File: src/hw/scm_cfg.svh
// Purpose: Constants of the strap loader and pin mux
// Assumes: Included by bare name
// Notes:   Offsets, codes, pin indices and timing only
`ifndef SCM_CFG_SVH
`define SCM_CFG_SVH

// ----------------------------------------------------------------------
// Device mode codes
// ----------------------------------------------------------------------
`define SCM_MODE_ALL_S    5'h18
`define SCM_MODE_ALL_M    5'h19
`define SCM_MODE_GIG_S    5'h1a
`define SCM_MODE_GIG_M    5'h1b
`define SCM_MODE_FH100    5'h1c
`define SCM_MODE_F100     5'h1d
`define SCM_MODE_RSV_HI   5'h1e
`define SCM_MODE_FH100_10 5'h1f
`define SCM_MODE_RSV_0    5'h00
`define SCM_MODE_RSV_1    5'h01
`define SCM_MODE_RSV_F    5'h0f

// ----------------------------------------------------------------------
// Vendor register bank range set by the jack strap
// ----------------------------------------------------------------------
`define SCM_VB_FIRST      8'h13
`define SCM_VB_LAST       8'h1e

// ----------------------------------------------------------------------
// General-purpose pin indices
// ----------------------------------------------------------------------
`define SCM_GP_NUM        10
`define SCM_GP_LED_NUM    5
`define SCM_GP_INT        5
`define SCM_GP_CLK        6
`define SCM_GP_TXER       7
`define SCM_GP_CRS        8
`define SCM_GP_COL        9

// ----------------------------------------------------------------------
// Timing: reference clock output from the 250 MHz system clock
// ----------------------------------------------------------------------
`define SCM_SYS_CLK_MHZ   250
`define SCM_REF_CLK_MHZ   125
`define SCM_CLK_HALF      (`SCM_SYS_CLK_MHZ / (2 * `SCM_REF_CLK_MHZ))

`endif

File: src/hw/scm_pkg.sv
// Purpose: Types of the strap loader and pin mux
// Assumes: Constants come from scm_cfg.svh
// Notes:   Used as scm_pkg::name, never imported
package scm_pkg;

  // --------------------------------------------------------------------
  // Load phase
  // --------------------------------------------------------------------
  typedef enum logic [0:0] {
    SCM_ST_LOAD = 1'b0,
    SCM_ST_RUN  = 1'b1
  } scm_phase_t;

  // --------------------------------------------------------------------
  // Advertised abilities
  // --------------------------------------------------------------------
  typedef struct packed {
    logic gig_fd;
    logic multi_port;
    logic gig_eee;
    logic fd100;
    logic hd100;
    logic eee100;
    logic fd10;
    logic hd10;
    logic pause;
    logic cat5;
    logic amdix;
  } scm_adv_t;

  // --------------------------------------------------------------------
  // Latched configuration, already in register sense
  // --------------------------------------------------------------------
  typedef struct packed {
    logic [4:0] mode;
    logic       jack_compat;
    logic       rgmii;
    logic [4:0] mgmt_addr;
    logic       bcast_en;
    logic       clk_out_en;
    logic       led_individual;
    logic [4:0] led_pol;
  } scm_cfg_t;

  // --------------------------------------------------------------------
  // Complete state of the top module
  // --------------------------------------------------------------------
  typedef struct packed {
    scm_phase_t phase;
    scm_cfg_t   cfg;
    scm_adv_t   adv;
    logic       mode_rsv;
    logic [3:0] clk_cnt;
    logic       ref_clk;
    logic [9:0] pin_out;
    logic [9:0] pin_oe;
    logic [9:0] gp_in;
    logic       tx_er;
    logic [15:0] bank_data;
  } scm_state_t;

endpackage : scm_pkg

File: src/hw/scm_strap_top.sv
// Purpose: Latch configuration straps, apply them, mux shared pins
// Assumes: Straps are stable around reset release
// Notes:   Straps are caught at the first edge after reset release
//
// Functional notes
// [RULE_01] Codes 11000/11001: full advertisement, single/multi port
// [RULE_02] Codes 11010/11011: gigabit full duplex only
// [RULE_03] Code 11100 100 full/half, 11101 100 full
// [RULE_04] Code 11111: 100 and 10, no gigabit
// [RULE_05] Board avoids reserved mode codes
// [RULE_06] Gigabit half duplex is never advertised
// [RULE_07] Jack strap sets vendor bank 13h-1Eh defaults
// [RULE_08] Host interface strap: low parallel, high reduced
// [RULE_09] Five address straps set management address
// [RULE_10] Broadcast enable is inverse of its strap
// [RULE_11] Clock strap high drives local 125 MHz
// [RULE_12] LED style strap: high individual, low tri-colour
// [RULE_13] LED polarity is inverse of each strap
// [RULE_14] LED pins 1-5 become general pins 0-4
// [RULE_15] Collision/carrier pins become general pins 9/8; here only in reduced mode or half duplex
// [RULE_16] Transmit-error pin as pin 7 forces error off
// [RULE_17] Host sends no transmit errors in that case
// [RULE_18] Interrupt pin becomes general pin 5
// [RULE_19] Clock-output pin becomes general pin 6
// [RULE_20] Power event routes to selected enabled pins
// [RULE_21] Straps sampled once, held until next reset
`timescale 1ns/1ps
`include "scm_cfg.svh"

module scm_strap_top #(
  parameter logic [15:0] JACK_BANK_VAL = 16'h0001,
  parameter logic [15:0] STD_BANK_VAL  = 16'h0000
) (
  input  wire logic             mclk_i,
  input  wire logic             reset_n_i,
  input  wire logic [4:0]       mode_strap_i,
  input  wire logic             jack_compat_strap_i,
  input  wire logic             rgmii_strap_i,
  input  wire logic [4:0]       mgmt_addr_strap_i,
  input  wire logic             broadcast_addr_strap_i,
  input  wire logic             clk_out_enable_strap_i,
  input  wire logic             led_style_strap_i,
  input  wire logic [4:0]       led_polarity_straps_i,
  input  wire logic [7:0]       vb_index_i,
  input  wire logic [4:0]       led_on_i,
  input  wire logic             int_req_i,
  input  wire logic             crs_i,
  input  wire logic             col_i,
  input  wire logic             half_duplex_i,
  input  wire logic             power_event_i,
  input  wire logic [9:0]       gp_enable_i,
  input  wire logic [9:0]       gp_out_i,
  input  wire logic [9:0]       gp_oe_i,
  input  wire logic [4:0]       gp_data_select_one_i,
  input  wire logic [4:0]       gp_data_select_two_i,
  input  wire logic [9:0]       pin_in_i,
  output logic                  cfg_valid_o,
  output scm_pkg::scm_adv_t     adv_o,
  output logic                  mode_reserved_o,
  output logic                  rgmii_sel_o,
  output logic [4:0]            mgmt_addr_o,
  output logic                  bcast_en_o,
  output logic                  clk_out_en_o,
  output logic                  led_individual_o,
  output logic [4:0]            led_pol_o,
  output logic                  jack_compat_o,
  output logic [15:0]           bank_init_o,
  output logic                  tx_er_int_o,
  output logic [9:0]            pin_out_o,
  output logic [9:0]            pin_oe_o,
  output logic [9:0]            gp_in_o
);

  localparam logic [3:0] CLK_HALF = 4'(`SCM_CLK_HALF);

  scm_pkg::scm_state_t s_q;
  scm_pkg::scm_state_t s_d;
  scm_pkg::scm_adv_t   dec_adv;
  logic                dec_rsv;
  logic [9:0]          prim_out;
  logic [9:0]          prim_oe;
  logic [9:0]          en_eff;
  logic [9:0]          mux_out;
  logic [9:0]          mux_oe;
  logic [9:0]          mux_in;
  logic                run;

  // ----------------------------------------------------------------------
  // Mode decode and pin mux
  // ----------------------------------------------------------------------
  scm_mode_dec u_dec (
    .mode_i     (mode_strap_i),
    .adv_o      (dec_adv),
    .reserved_o (dec_rsv)
  );

  assign run = (s_q.phase == scm_pkg::SCM_ST_RUN);

  always_comb begin
    en_eff = gp_enable_i & {10{run}};
    en_eff[`SCM_GP_COL] = en_eff[`SCM_GP_COL] &
                          (s_q.cfg.rgmii | half_duplex_i); // RULE_15
    en_eff[`SCM_GP_CRS] = en_eff[`SCM_GP_CRS] &
                          (s_q.cfg.rgmii | half_duplex_i); // RULE_15
  end

  always_comb begin
    prim_out = '0;
    prim_oe  = '0;
    if (run) begin
      prim_out[4:0] = ~(led_on_i ^ s_q.cfg.led_pol); // RULE_13
      prim_oe[4:0]  = '1;
      prim_out[`SCM_GP_INT]  = 1'b0;
      prim_oe[`SCM_GP_INT]   = int_req_i; // RULE_18
      prim_out[`SCM_GP_CLK]  = s_q.ref_clk; // RULE_11
      prim_oe[`SCM_GP_CLK]   = s_q.cfg.clk_out_en; // RULE_11
      prim_out[`SCM_GP_CRS]  = crs_i;
      prim_oe[`SCM_GP_CRS]   = ~s_q.cfg.rgmii;
      prim_out[`SCM_GP_COL]  = col_i;
      prim_oe[`SCM_GP_COL]   = ~s_q.cfg.rgmii;
    end
  end

  scm_pin_mux #(
    .N (`SCM_GP_NUM)
  ) u_mux (
    .prim_out_i    (prim_out),
    .prim_oe_i     (prim_oe),
    .gp_en_i       (en_eff),
    .gp_out_i      (gp_out_i),
    .gp_oe_i       (gp_oe_i),
    .pme_sel_i     ({gp_data_select_two_i, gp_data_select_one_i}),
    .power_event_i (power_event_i),
    .pin_in_i      (pin_in_i),
    .pin_out_o     (mux_out),
    .pin_oe_o      (mux_oe),
    .gp_in_o       (mux_in)
  );

  // ----------------------------------------------------------------------
  // Next state
  // ----------------------------------------------------------------------
  always_comb begin
    s_d = s_q;
    case (s_q.phase)
      scm_pkg::SCM_ST_LOAD: begin
        s_d.cfg.mode           = mode_strap_i; // RULE_21
        s_d.cfg.jack_compat    = jack_compat_strap_i; // RULE_07
        s_d.cfg.rgmii          = rgmii_strap_i; // RULE_08
        s_d.cfg.mgmt_addr      = mgmt_addr_strap_i; // RULE_09
        s_d.cfg.bcast_en       = ~broadcast_addr_strap_i; // RULE_10
        s_d.cfg.clk_out_en     = clk_out_enable_strap_i; // RULE_11
        s_d.cfg.led_individual = led_style_strap_i; // RULE_12
        s_d.cfg.led_pol        = ~led_polarity_straps_i; // RULE_13
        s_d.adv                = dec_adv;
        s_d.mode_rsv           = dec_rsv;
        s_d.phase              = scm_pkg::SCM_ST_RUN;
      end
      scm_pkg::SCM_ST_RUN: begin
        s_d.phase = scm_pkg::SCM_ST_RUN; // RULE_21
      end
      default: begin
        s_d.phase = scm_pkg::SCM_ST_LOAD;
      end
    endcase
    if (s_q.clk_cnt == CLK_HALF - 4'h1) begin
      s_d.clk_cnt = 4'h0;
      s_d.ref_clk = ~s_q.ref_clk; // RULE_11
    end else begin
      s_d.clk_cnt = s_q.clk_cnt + 4'h1;
    end
    s_d.pin_out = mux_out; // RULE_14
    s_d.pin_oe  = mux_oe; // RULE_19
    s_d.gp_in   = mux_in;
    s_d.tx_er   = run & ~s_q.cfg.rgmii & ~en_eff[`SCM_GP_TXER] &
                  pin_in_i[`SCM_GP_TXER]; // RULE_16
    if (vb_index_i >= `SCM_VB_FIRST && vb_index_i <= `SCM_VB_LAST) begin
      s_d.bank_data = s_q.cfg.jack_compat ? JACK_BANK_VAL
                                          : STD_BANK_VAL; // RULE_07
    end else begin
      s_d.bank_data = 16'h0000;
    end
  end

  always_ff @(posedge mclk_i or negedge reset_n_i) begin
    if (!reset_n_i) begin
      s_q <= '0;
    end else begin
      s_q <= s_d;
    end
  end

  // ----------------------------------------------------------------------
  // Outputs
  // ----------------------------------------------------------------------
  assign cfg_valid_o      = run;
  assign adv_o            = s_q.adv;
  assign mode_reserved_o  = s_q.mode_rsv;
  assign rgmii_sel_o      = s_q.cfg.rgmii;
  assign mgmt_addr_o      = s_q.cfg.mgmt_addr;
  assign bcast_en_o       = s_q.cfg.bcast_en;
  assign clk_out_en_o     = s_q.cfg.clk_out_en;
  assign led_individual_o = s_q.cfg.led_individual;
  assign led_pol_o        = s_q.cfg.led_pol;
  assign jack_compat_o    = s_q.cfg.jack_compat;
  assign bank_init_o      = s_q.bank_data;
  assign tx_er_int_o      = s_q.tx_er;
  assign pin_out_o        = s_q.pin_out;
  assign pin_oe_o         = s_q.pin_oe;
  assign gp_in_o          = s_q.gp_in;

  // ----------------------------------------------------------------------
  // Checks
  // ----------------------------------------------------------------------
  full_adv_a: assert property ( // RULE_01
    @(posedge mclk_i) disable iff (!reset_n_i)
    run && (s_q.cfg.mode[4:1] == 4'hc) |->
      adv_o.gig_fd && adv_o.fd10 && adv_o.hd10 && adv_o.cat5 &&
      adv_o.eee100 && (adv_o.multi_port == s_q.cfg.mode[0]))
    else $error("full advertisement mode decoded wrongly");

  gig_only_a: assert property ( // RULE_02
    @(posedge mclk_i) disable iff (!reset_n_i)
    run && (s_q.cfg.mode[4:1] == 4'hd) |->
      adv_o.gig_fd && !adv_o.fd100 && !adv_o.hd100 && !adv_o.fd10 &&
      !adv_o.hd10 && adv_o.pause && adv_o.amdix)
    else $error("gigabit-only mode advertises slower abilities");

  fast_only_a: assert property ( // RULE_03
    @(posedge mclk_i) disable iff (!reset_n_i)
    run && (s_q.cfg.mode[4:1] == 4'he) |->
      adv_o.fd100 && (adv_o.hd100 != s_q.cfg.mode[0]) &&
      !adv_o.gig_fd && !adv_o.fd10)
    else $error("100 Mbps mode decoded wrongly");

  no_gig_a: assert property ( // RULE_04
    @(posedge mclk_i) disable iff (!reset_n_i)
    run && (s_q.cfg.mode == `SCM_MODE_FH100_10) |->
      !adv_o.gig_fd && adv_o.fd10 && adv_o.hd100 && adv_o.cat5)
    else $error("mode 11111 decoded wrongly");

  strap_load_a: assert property ( // RULE_08
    @(posedge mclk_i) disable iff (!reset_n_i)
    $rose(cfg_valid_o) |->
      rgmii_sel_o == $past(rgmii_strap_i) &&
      mgmt_addr_o == $past(mgmt_addr_strap_i) &&
      bcast_en_o == !$past(broadcast_addr_strap_i) &&
      led_pol_o == ~$past(led_polarity_straps_i))
    else $error("straps not latched in register sense");

  strap_hold_a: assert property ( // RULE_21
    @(posedge mclk_i) disable iff (!reset_n_i)
    cfg_valid_o ##1 cfg_valid_o |->
      $stable(mgmt_addr_o) && $stable(rgmii_sel_o) && $stable(adv_o))
    else $error("latched configuration changed after load");

  txer_force_a: assert property ( // RULE_16
    @(posedge mclk_i) disable iff (!reset_n_i)
    run && gp_enable_i[`SCM_GP_TXER] |=> !tx_er_int_o)
    else $error("transmit error not forced off");

  ref_clk_a: assert property ( // RULE_11
    @(posedge mclk_i) disable iff (!reset_n_i)
    run && clk_out_en_o && !gp_enable_i[`SCM_GP_CLK] |=>
      pin_oe_o[`SCM_GP_CLK] &&
      pin_out_o[`SCM_GP_CLK] != $past(pin_out_o[`SCM_GP_CLK]))
    else $error("reference clock output not toggling");

  gp_route_a: assert property ( // RULE_14
    @(posedge mclk_i) disable iff (!reset_n_i)
    run && gp_enable_i[0] && !gp_data_select_one_i[0] |=>
      pin_out_o[0] == $past(gp_out_i[0]) && pin_oe_o[0] == $past(gp_oe_i[0]))
    else $error("general pin 0 not routed");

  pme_route_a: assert property ( // RULE_20
    @(posedge mclk_i) disable iff (!reset_n_i)
    run && gp_enable_i[`SCM_GP_INT] && gp_data_select_two_i[0] |=>
      pin_oe_o[`SCM_GP_INT] == $past(power_event_i) &&
      !pin_out_o[`SCM_GP_INT])
    else $error("power event not routed to general pin 5");

  bank_range_a: assert property ( // RULE_07
    @(posedge mclk_i) disable iff (!reset_n_i)
    (vb_index_i < `SCM_VB_FIRST) || (vb_index_i > `SCM_VB_LAST) |=>
      bank_init_o == 16'h0000)
    else $error("bank default outside its index range");

  led_drive_a: assert property ( // RULE_13
    @(posedge mclk_i) disable iff (!reset_n_i)
    run && !gp_enable_i[0] |=>
      pin_oe_o[0] && (pin_out_o[0] == ($past(led_on_i[0]) ~^ led_pol_o[0])))
    else $error("LED pin 0 polarity wrong");

  int_pin_a: assert property ( // RULE_18
    @(posedge mclk_i) disable iff (!reset_n_i)
    run && !gp_enable_i[`SCM_GP_INT] |=>
      !pin_out_o[`SCM_GP_INT] && pin_oe_o[`SCM_GP_INT] == $past(int_req_i))
    else $error("interrupt pin not driven low on request");

  clk_gp_a: assert property ( // RULE_19
    @(posedge mclk_i) disable iff (!reset_n_i)
    run && gp_enable_i[`SCM_GP_CLK] && !gp_data_select_two_i[1] |=>
      pin_out_o[`SCM_GP_CLK] == $past(gp_out_i[`SCM_GP_CLK]) &&
      pin_oe_o[`SCM_GP_CLK] == $past(gp_oe_i[`SCM_GP_CLK]))
    else $error("clock output pin not routed as general pin 6");

  col_crs_gate_a: assert property ( // RULE_15
    @(posedge mclk_i) disable iff (!reset_n_i)
    run && !rgmii_sel_o && !half_duplex_i |=> gp_in_o[9:8] == 2'h0)
    else $error("collision or carrier pin freed in full duplex");

endmodule : scm_strap_top

File: src/hw/scm_mode_dec.sv
// Purpose: Decode the device mode code into advertised abilities
// Assumes: Purely combinational; caller registers the result
// Notes:   Codes outside the decoded set advertise nothing
`timescale 1ns/1ps
`include "scm_cfg.svh"

module scm_mode_dec (
  input  wire logic [4:0]        mode_i,
  output scm_pkg::scm_adv_t      adv_o,
  output logic                   reserved_o
);

  // --------------------------------------------------------------------
  // Decode
  // --------------------------------------------------------------------
  always_comb begin
    adv_o      = '0; // RULE_06
    reserved_o = 1'b0;
    case (mode_i)
      `SCM_MODE_ALL_S, `SCM_MODE_ALL_M: begin
        adv_o            = '1; // RULE_01
        adv_o.multi_port = mode_i[0]; // RULE_01
      end
      `SCM_MODE_GIG_S, `SCM_MODE_GIG_M: begin
        adv_o.gig_fd     = 1'b1; // RULE_02
        adv_o.gig_eee    = 1'b1;
        adv_o.multi_port = mode_i[0]; // RULE_02
        adv_o.pause      = 1'b1;
        adv_o.amdix      = 1'b1;
      end
      `SCM_MODE_FH100, `SCM_MODE_F100: begin
        adv_o.fd100  = 1'b1; // RULE_03
        adv_o.hd100  = ~mode_i[0]; // RULE_03
        adv_o.eee100 = 1'b1;
        adv_o.pause  = 1'b1;
        adv_o.amdix  = 1'b1;
      end
      `SCM_MODE_FH100_10: begin
        adv_o        = '1; // RULE_04
        adv_o.gig_fd = 1'b0; // RULE_04
        adv_o.multi_port = 1'b0;
        adv_o.gig_eee    = 1'b0;
      end
      `SCM_MODE_RSV_0, `SCM_MODE_RSV_1, `SCM_MODE_RSV_F,
      `SCM_MODE_RSV_HI: begin
        reserved_o = 1'b1; // RULE_05
      end
      default: begin
        adv_o = '0;
      end
    endcase
  end

endmodule : scm_mode_dec

File: src/hw/scm_pin_mux.sv
// Purpose: Route general-purpose functions onto shared pins
// Assumes: Enables are already qualified by the caller
// Notes:   Power event is active high here, driven open-drain low
`timescale 1ns/1ps
`include "scm_cfg.svh"

module scm_pin_mux #(
  parameter int N = `SCM_GP_NUM
) (
  input  wire logic [N-1:0] prim_out_i,
  input  wire logic [N-1:0] prim_oe_i,
  input  wire logic [N-1:0] gp_en_i,
  input  wire logic [N-1:0] gp_out_i,
  input  wire logic [N-1:0] gp_oe_i,
  input  wire logic [N-1:0] pme_sel_i,
  input  wire logic         power_event_i,
  input  wire logic [N-1:0] pin_in_i,
  output logic [N-1:0]      pin_out_o,
  output logic [N-1:0]      pin_oe_o,
  output logic [N-1:0]      gp_in_o
);

  // --------------------------------------------------------------------
  // One slice per pin
  // --------------------------------------------------------------------
  for (genvar i = 0; i < N; i++) begin : g_pin
    always_comb begin
      if (gp_en_i[i] && pme_sel_i[i]) begin
        pin_out_o[i] = 1'b0; // RULE_20
        pin_oe_o[i]  = power_event_i; // RULE_20
      end else if (gp_en_i[i]) begin
        pin_out_o[i] = gp_out_i[i]; // RULE_14
        pin_oe_o[i]  = gp_oe_i[i];
      end else begin
        pin_out_o[i] = prim_out_i[i];
        pin_oe_o[i]  = prim_oe_i[i];
      end
      gp_in_o[i] = gp_en_i[i] & pin_in_i[i];
    end
  end

endmodule : scm_pin_mux

File: config.mk
export PLATFORM = sky130hd
export DESIGN_NAME = scm_strap_top
export DESIGN_NICKNAME = d
export VERILOG_FILES = /design/src/hw/scm_pkg.sv /design/src/hw/scm_strap_top.sv /design/src/hw/scm_mode_dec.sv /design/src/hw/scm_pin_mux.sv
export VERILOG_INCLUDE_DIRS = /design/src /design/src/hw
export SDC_FILE = /design/constraint.sdc
export NUM_CORES = 1
export LEC_CHECK = 0
export BUFFER_PORTS_ARGS = -buffer_cell sky130_fd_sc_hd__buf_2
export CAP_MARGIN = 30
export CORE_MARGIN = 4
export CORE_UTILIZATION = 45
export DETAILED_ROUTE_END_ITERATION = 12
export GPL_TIMING_DRIVEN = 0
export PLACE_DENSITY = 0.81
export SLEW_MARGIN = 20
export SYNTH_ARGS = -nofsm -noshare
export SYNTH_HDL_FRONTEND = slang
export SYNTH_SLANG_ARGS = --single-unit
File: constraint.sdc
create_clock -name mclk_i -period 1.3 [get_ports mclk_i]
set_clock_uncertainty 0.1 [all_clocks]
set_input_delay 0.325 -clock mclk_i [delete_from_list [all_inputs] [get_ports mclk_i]]
set_output_delay 0.325 -clock mclk_i [all_outputs]
set_load 0.05 [all_outputs]
==> results.tsv <==
stage	metric	value	unit
status	status	finished, violations left	
status	violated checks	negative hold slack, negative setup slack	
sta	Final Hold Viols	39	
grt	largest net degree at the start of global routing	61	
logic_synthesis	synthesis-stage register bit count	60	
placement	HPWL Detailed	5530	µm
sta	Final Setup Violations	24	
clocking	Sink Count	60	
detailed_routing	WL final	7600	µm
placement	input/output buffers	146	
logic_synthesis	sequential area share after synthesis	50.5	%
logic_synthesis	top cells by count, synth	buf_4 (68), dfrtp_1 (60), nand2_1 (18), mux2i_1 (14), mux2_2 (11)	
logic_synthesis	main area contributors after synthesis	dfrtp_1 (51%), buf_4 (17%), mux2i_1 (4.7%)	
power	leak pwr	2.41	nW
clocking	total CTS buffers	9	
setup_path	Largest delay share family, worst path	flip-flops	
cells_and_area	Final nets	504	
clocking	CTS Buffer Depth	2	
sta	setup TNS	-1.56	ns
detailed_routing	drt pass-1 iters	4	
power	combinational power share	29.9	%
logic_synthesis	synthesized cell area	0.00297	mm²
clocking	clock root cell	clkbuf_8	
power	PwrDens	1130	mW/mm²
power	maximum VDD drop	1150	µV
power	Psw	0.00162	W
logic_synthesis	number of synthesized flops with an enable pin	0	
logic_synthesis	Syn Area/Cell	11.2	µm²
cells_and_area	footprint of the multi-input gates	985	µm²
detailed_routing	antenna-violating nets left	0	
setup_path	Crit Path Class	flip-flop to output port	
placement	RD Place Congestion	0.801	
logic_synthesis	Synth area leader	dfrtp_1	
die	core footprint	0.00639	mm²
clocking	CTS tree	done	
logic_synthesis	most numerous cell in the Yosys netlist	buf_4	
setup_path	worst-path fanout max	4	
sta	Worst-Margin Slew	0.757	ns
sta	Final Max Tran Viols	0	
logic_synthesis	Mapped Cells	266	
detailed_routing	drc violations	0	
clocking	H-tree depth	3	
power	Clock power frac	29.2	%
flow_run	max_cap viols	0	
power	switching share of power	31.8	%
die	die area	0.00796	mm²
sta	Hold Worst Slack	-0.0224	ns
sta	final setup margin	-0.178	ns
die	Die Wd	89.2	µm
cells_and_area	Layout area overhead	51.4	%
detailed_routing	DRT iter0 DRCs	22	
clocking	clock latency on the worst-skew pair	0.31	ns
setup_path	CP arrival	1.05	ns
power	register share of total power	41.0	%
cells_and_area	Filler Cell Count	461	
power	Int Pwr	0.00347	W
grt	global-route wire length before repair	11300	µm
grt	initial antenna violation count	0	
die	Starting Density	46.5	%
sta	final critical-path required period	1.48	ns
placement	Cells after DPL	503	
logic_synthesis	Synth top area share	50.5	%
clocking	Reg clk slew, reported paths	0.07	ns
logic_synthesis	yosys warns	0	
setup_path	Worst path max stage delay	0.46	ns
setup_path	Buffers & Inverters on Critical Path	2	
cells_and_area	Antenna diodes	0	
die	Die H	89.2	µm
cells_and_area	non-filler instance count after layout	492	
detailed_routing	vias per inst	4.70	
setup_path	CP endpoint kind	output port	
grt	Total Routing Usage GR	19.0	%
sta	period utilisation layout	114	%
sta	Max-slew headroom	49.5	%
sta	Max Fclk	676	MHz
setup_path	critical path's slowest cell	dfrtp_2	
cells_and_area	fraction of layout cells with a size suffix above 1	54.9	%
setup_path	CP required	0.88	ns
cells_and_area	Reg area	0.00150	mm²
detailed_routing	wire per inst	15.4	µm
logic_synthesis	Yosys cell types	35	
setup_path	cells along the critical path	buf_6 > buf_8	
setup_path	startpoint types	flip-flop	
detailed_routing	via count	2314	
grt	GRT Residual Overflow	0	
sta	RSZ-0062 raised after global routing	yes	
logic_synthesis	ys flop type	dfrtp_1	
die	row cnt	29	
hold_path	HP Class	primary input to asynchronous set/reset pin	
grt	vias in the first global route	2380	
placement	Setup WS pre-CTS	-0.0105	ns
logic_synthesis	fraction of registers with async set/reset	100	%
die	# IOs	165	
[state kept, by name (all words and copies together), names as in the netlist]
name              cells
adv_o                 6
cfg_valid_o           1
gp_in_o              10
pin_out_o            10
clk_out_en_o          1
led_pol_o             5
jack_compat_o         1
tx_er_int_o           1
bank_init_o           1
mgmt_addr_o           5
mode_reserved_o       1
rgmii_sel_o           1
s_q                   5
bcast_en_o            1
led_individual_o      1
pin_oe_o             10
[worst reg2reg max path, cell delays in order, from the launching register on]
cell and delay [ns]:
dfrtp_2 0.44, buf_4 0.19, buf_4 0.19, o31ai_1 0.24
[kinds of logic after synthesis]
logic type | Yosys count | share of synthesized area (%)
buf+inv | 80 | 19.0
flops | 60 | 50.5
mux | 25 | 8.89
xor+xnor | 9 | 2.65
simple gates | 57 | 10.6
compound gates | 31 | 7.20
fa+ha+maj | 2 | 0.842
other cells | 2 | 0.253
[final cells by class]
class / instances / share of cell area [%]
inverters: 4 / 0.334
multi-input cells: 140 / 21.9
clock inverters: 2 / 0.223
plain buffers: 33 / 6.04
flip-flops and latches: 60 / 33.4
well taps: 77 / 2.14
clock buffers: 12 / 3.67
repair buffers: 164 / 32.3
[metrics by stage]
step	hold WS (ns)	power (W)	util, %	area, µm²
finish	-0.0224	0.00508	70.4	4500
global route	0.0254	0.00533	70.4	4500
CTS	-0.00379	0.00509	69.0	4410
detailed placement	0.352	0.00337	60.4	3860
global placement	0.357	0.00334	60.3	3850
floorplan	-0.0706	0.00301	-	3030
[placed cells by master, fill, tap and decap left out, types with 3 or more instances in the layout]
| master | netlist | final |
|---|---|---|
| a22o_1 | 3 | 3 |
| and2_1 | 5 | 5 |
| mux2i_1 | 14 | 14 |
| nand3b_1 | 6 | 6 |
| mux2_2 | 11 | 11 |
| nor2_1 | 4 | 4 |
| inv_1 | 4 | 4 |
| and3_1 | 10 | 10 |
| buf_6 | 0 | 21 |
| nand2_1 | 18 | 16 |
| buf_8 | 0 | 50 |
| xor2_1 | 8 | 8 |
| o21ai_0 | 10 | 10 |
| nand3_1 | 3 | 3 |
| nand2b_1 | 4 | 4 |
| dfrtp_1 | 60 | 58 |
| buf_2 | 7 | 88 |
| a21boi_1 | 6 | 6 |
| conb_1 | 2 | 16 |
| clkbuf_8 | 0 | 12 |
| buf_4 | 68 | 35 |
[repair_timing]
action | CTS | global route
setup buffers | 15 | 3
gates resized for setup | 176 | 21
endpoints found under the setup margin | 60 | 73
hold endpoints to repair | 18 | 0
pin swaps | 0 | 2
[power groups by stage]
| stage | clock [W] | sequential [W] | combinational [W] |
|---|---|---|---|
| 3_5_place_dp | 0 | 0.00208 | 0.00129 |
| 5_1_grt | 0.00164 | 0.00209 | 0.00160 |
| 4_1_cts | 0.00152 | 0.00208 | 0.00148 |
| 2_1_floorplan | 0 | 0.00213 | 0.000871 |
| 6_report | 0.00148 | 0.00208 | 0.00152 |
| 3_3_place_gp | 0 | 0.00207 | 0.00127 |
[path summary, 6_finish.rpt]
kind                                     from        endpoint  slack [ns]  depth (start not counted)
worst max-delay path                 adv_o[4]        adv_o[3]       -0.18                          2
worst min-delay path                reset_n_i    pin_out_o[7]       -0.02                          1
worst max register to register    cfg_valid_o       adv_o[10]        0.05                          3
worst min register to register        s_q[47]         s_q[47]        0.37                          1
max in group asynchronous           reset_n_i        adv_o[4]        0.59                          1
min in group mclk_i             vb_index_i[7]  bank_init_o[0]        0.06                          2
[layer usage]
layer	track usage, %	wire length, µm	vias to the layer above
met1	21.4	2810	1108
li1	-	-	1101
met4	8.12	173	0
met3	5.25	585	14
met5	0	0	-
met2	33.6	4030	91
Note: power is estimated with default switching activity, not from simulation.
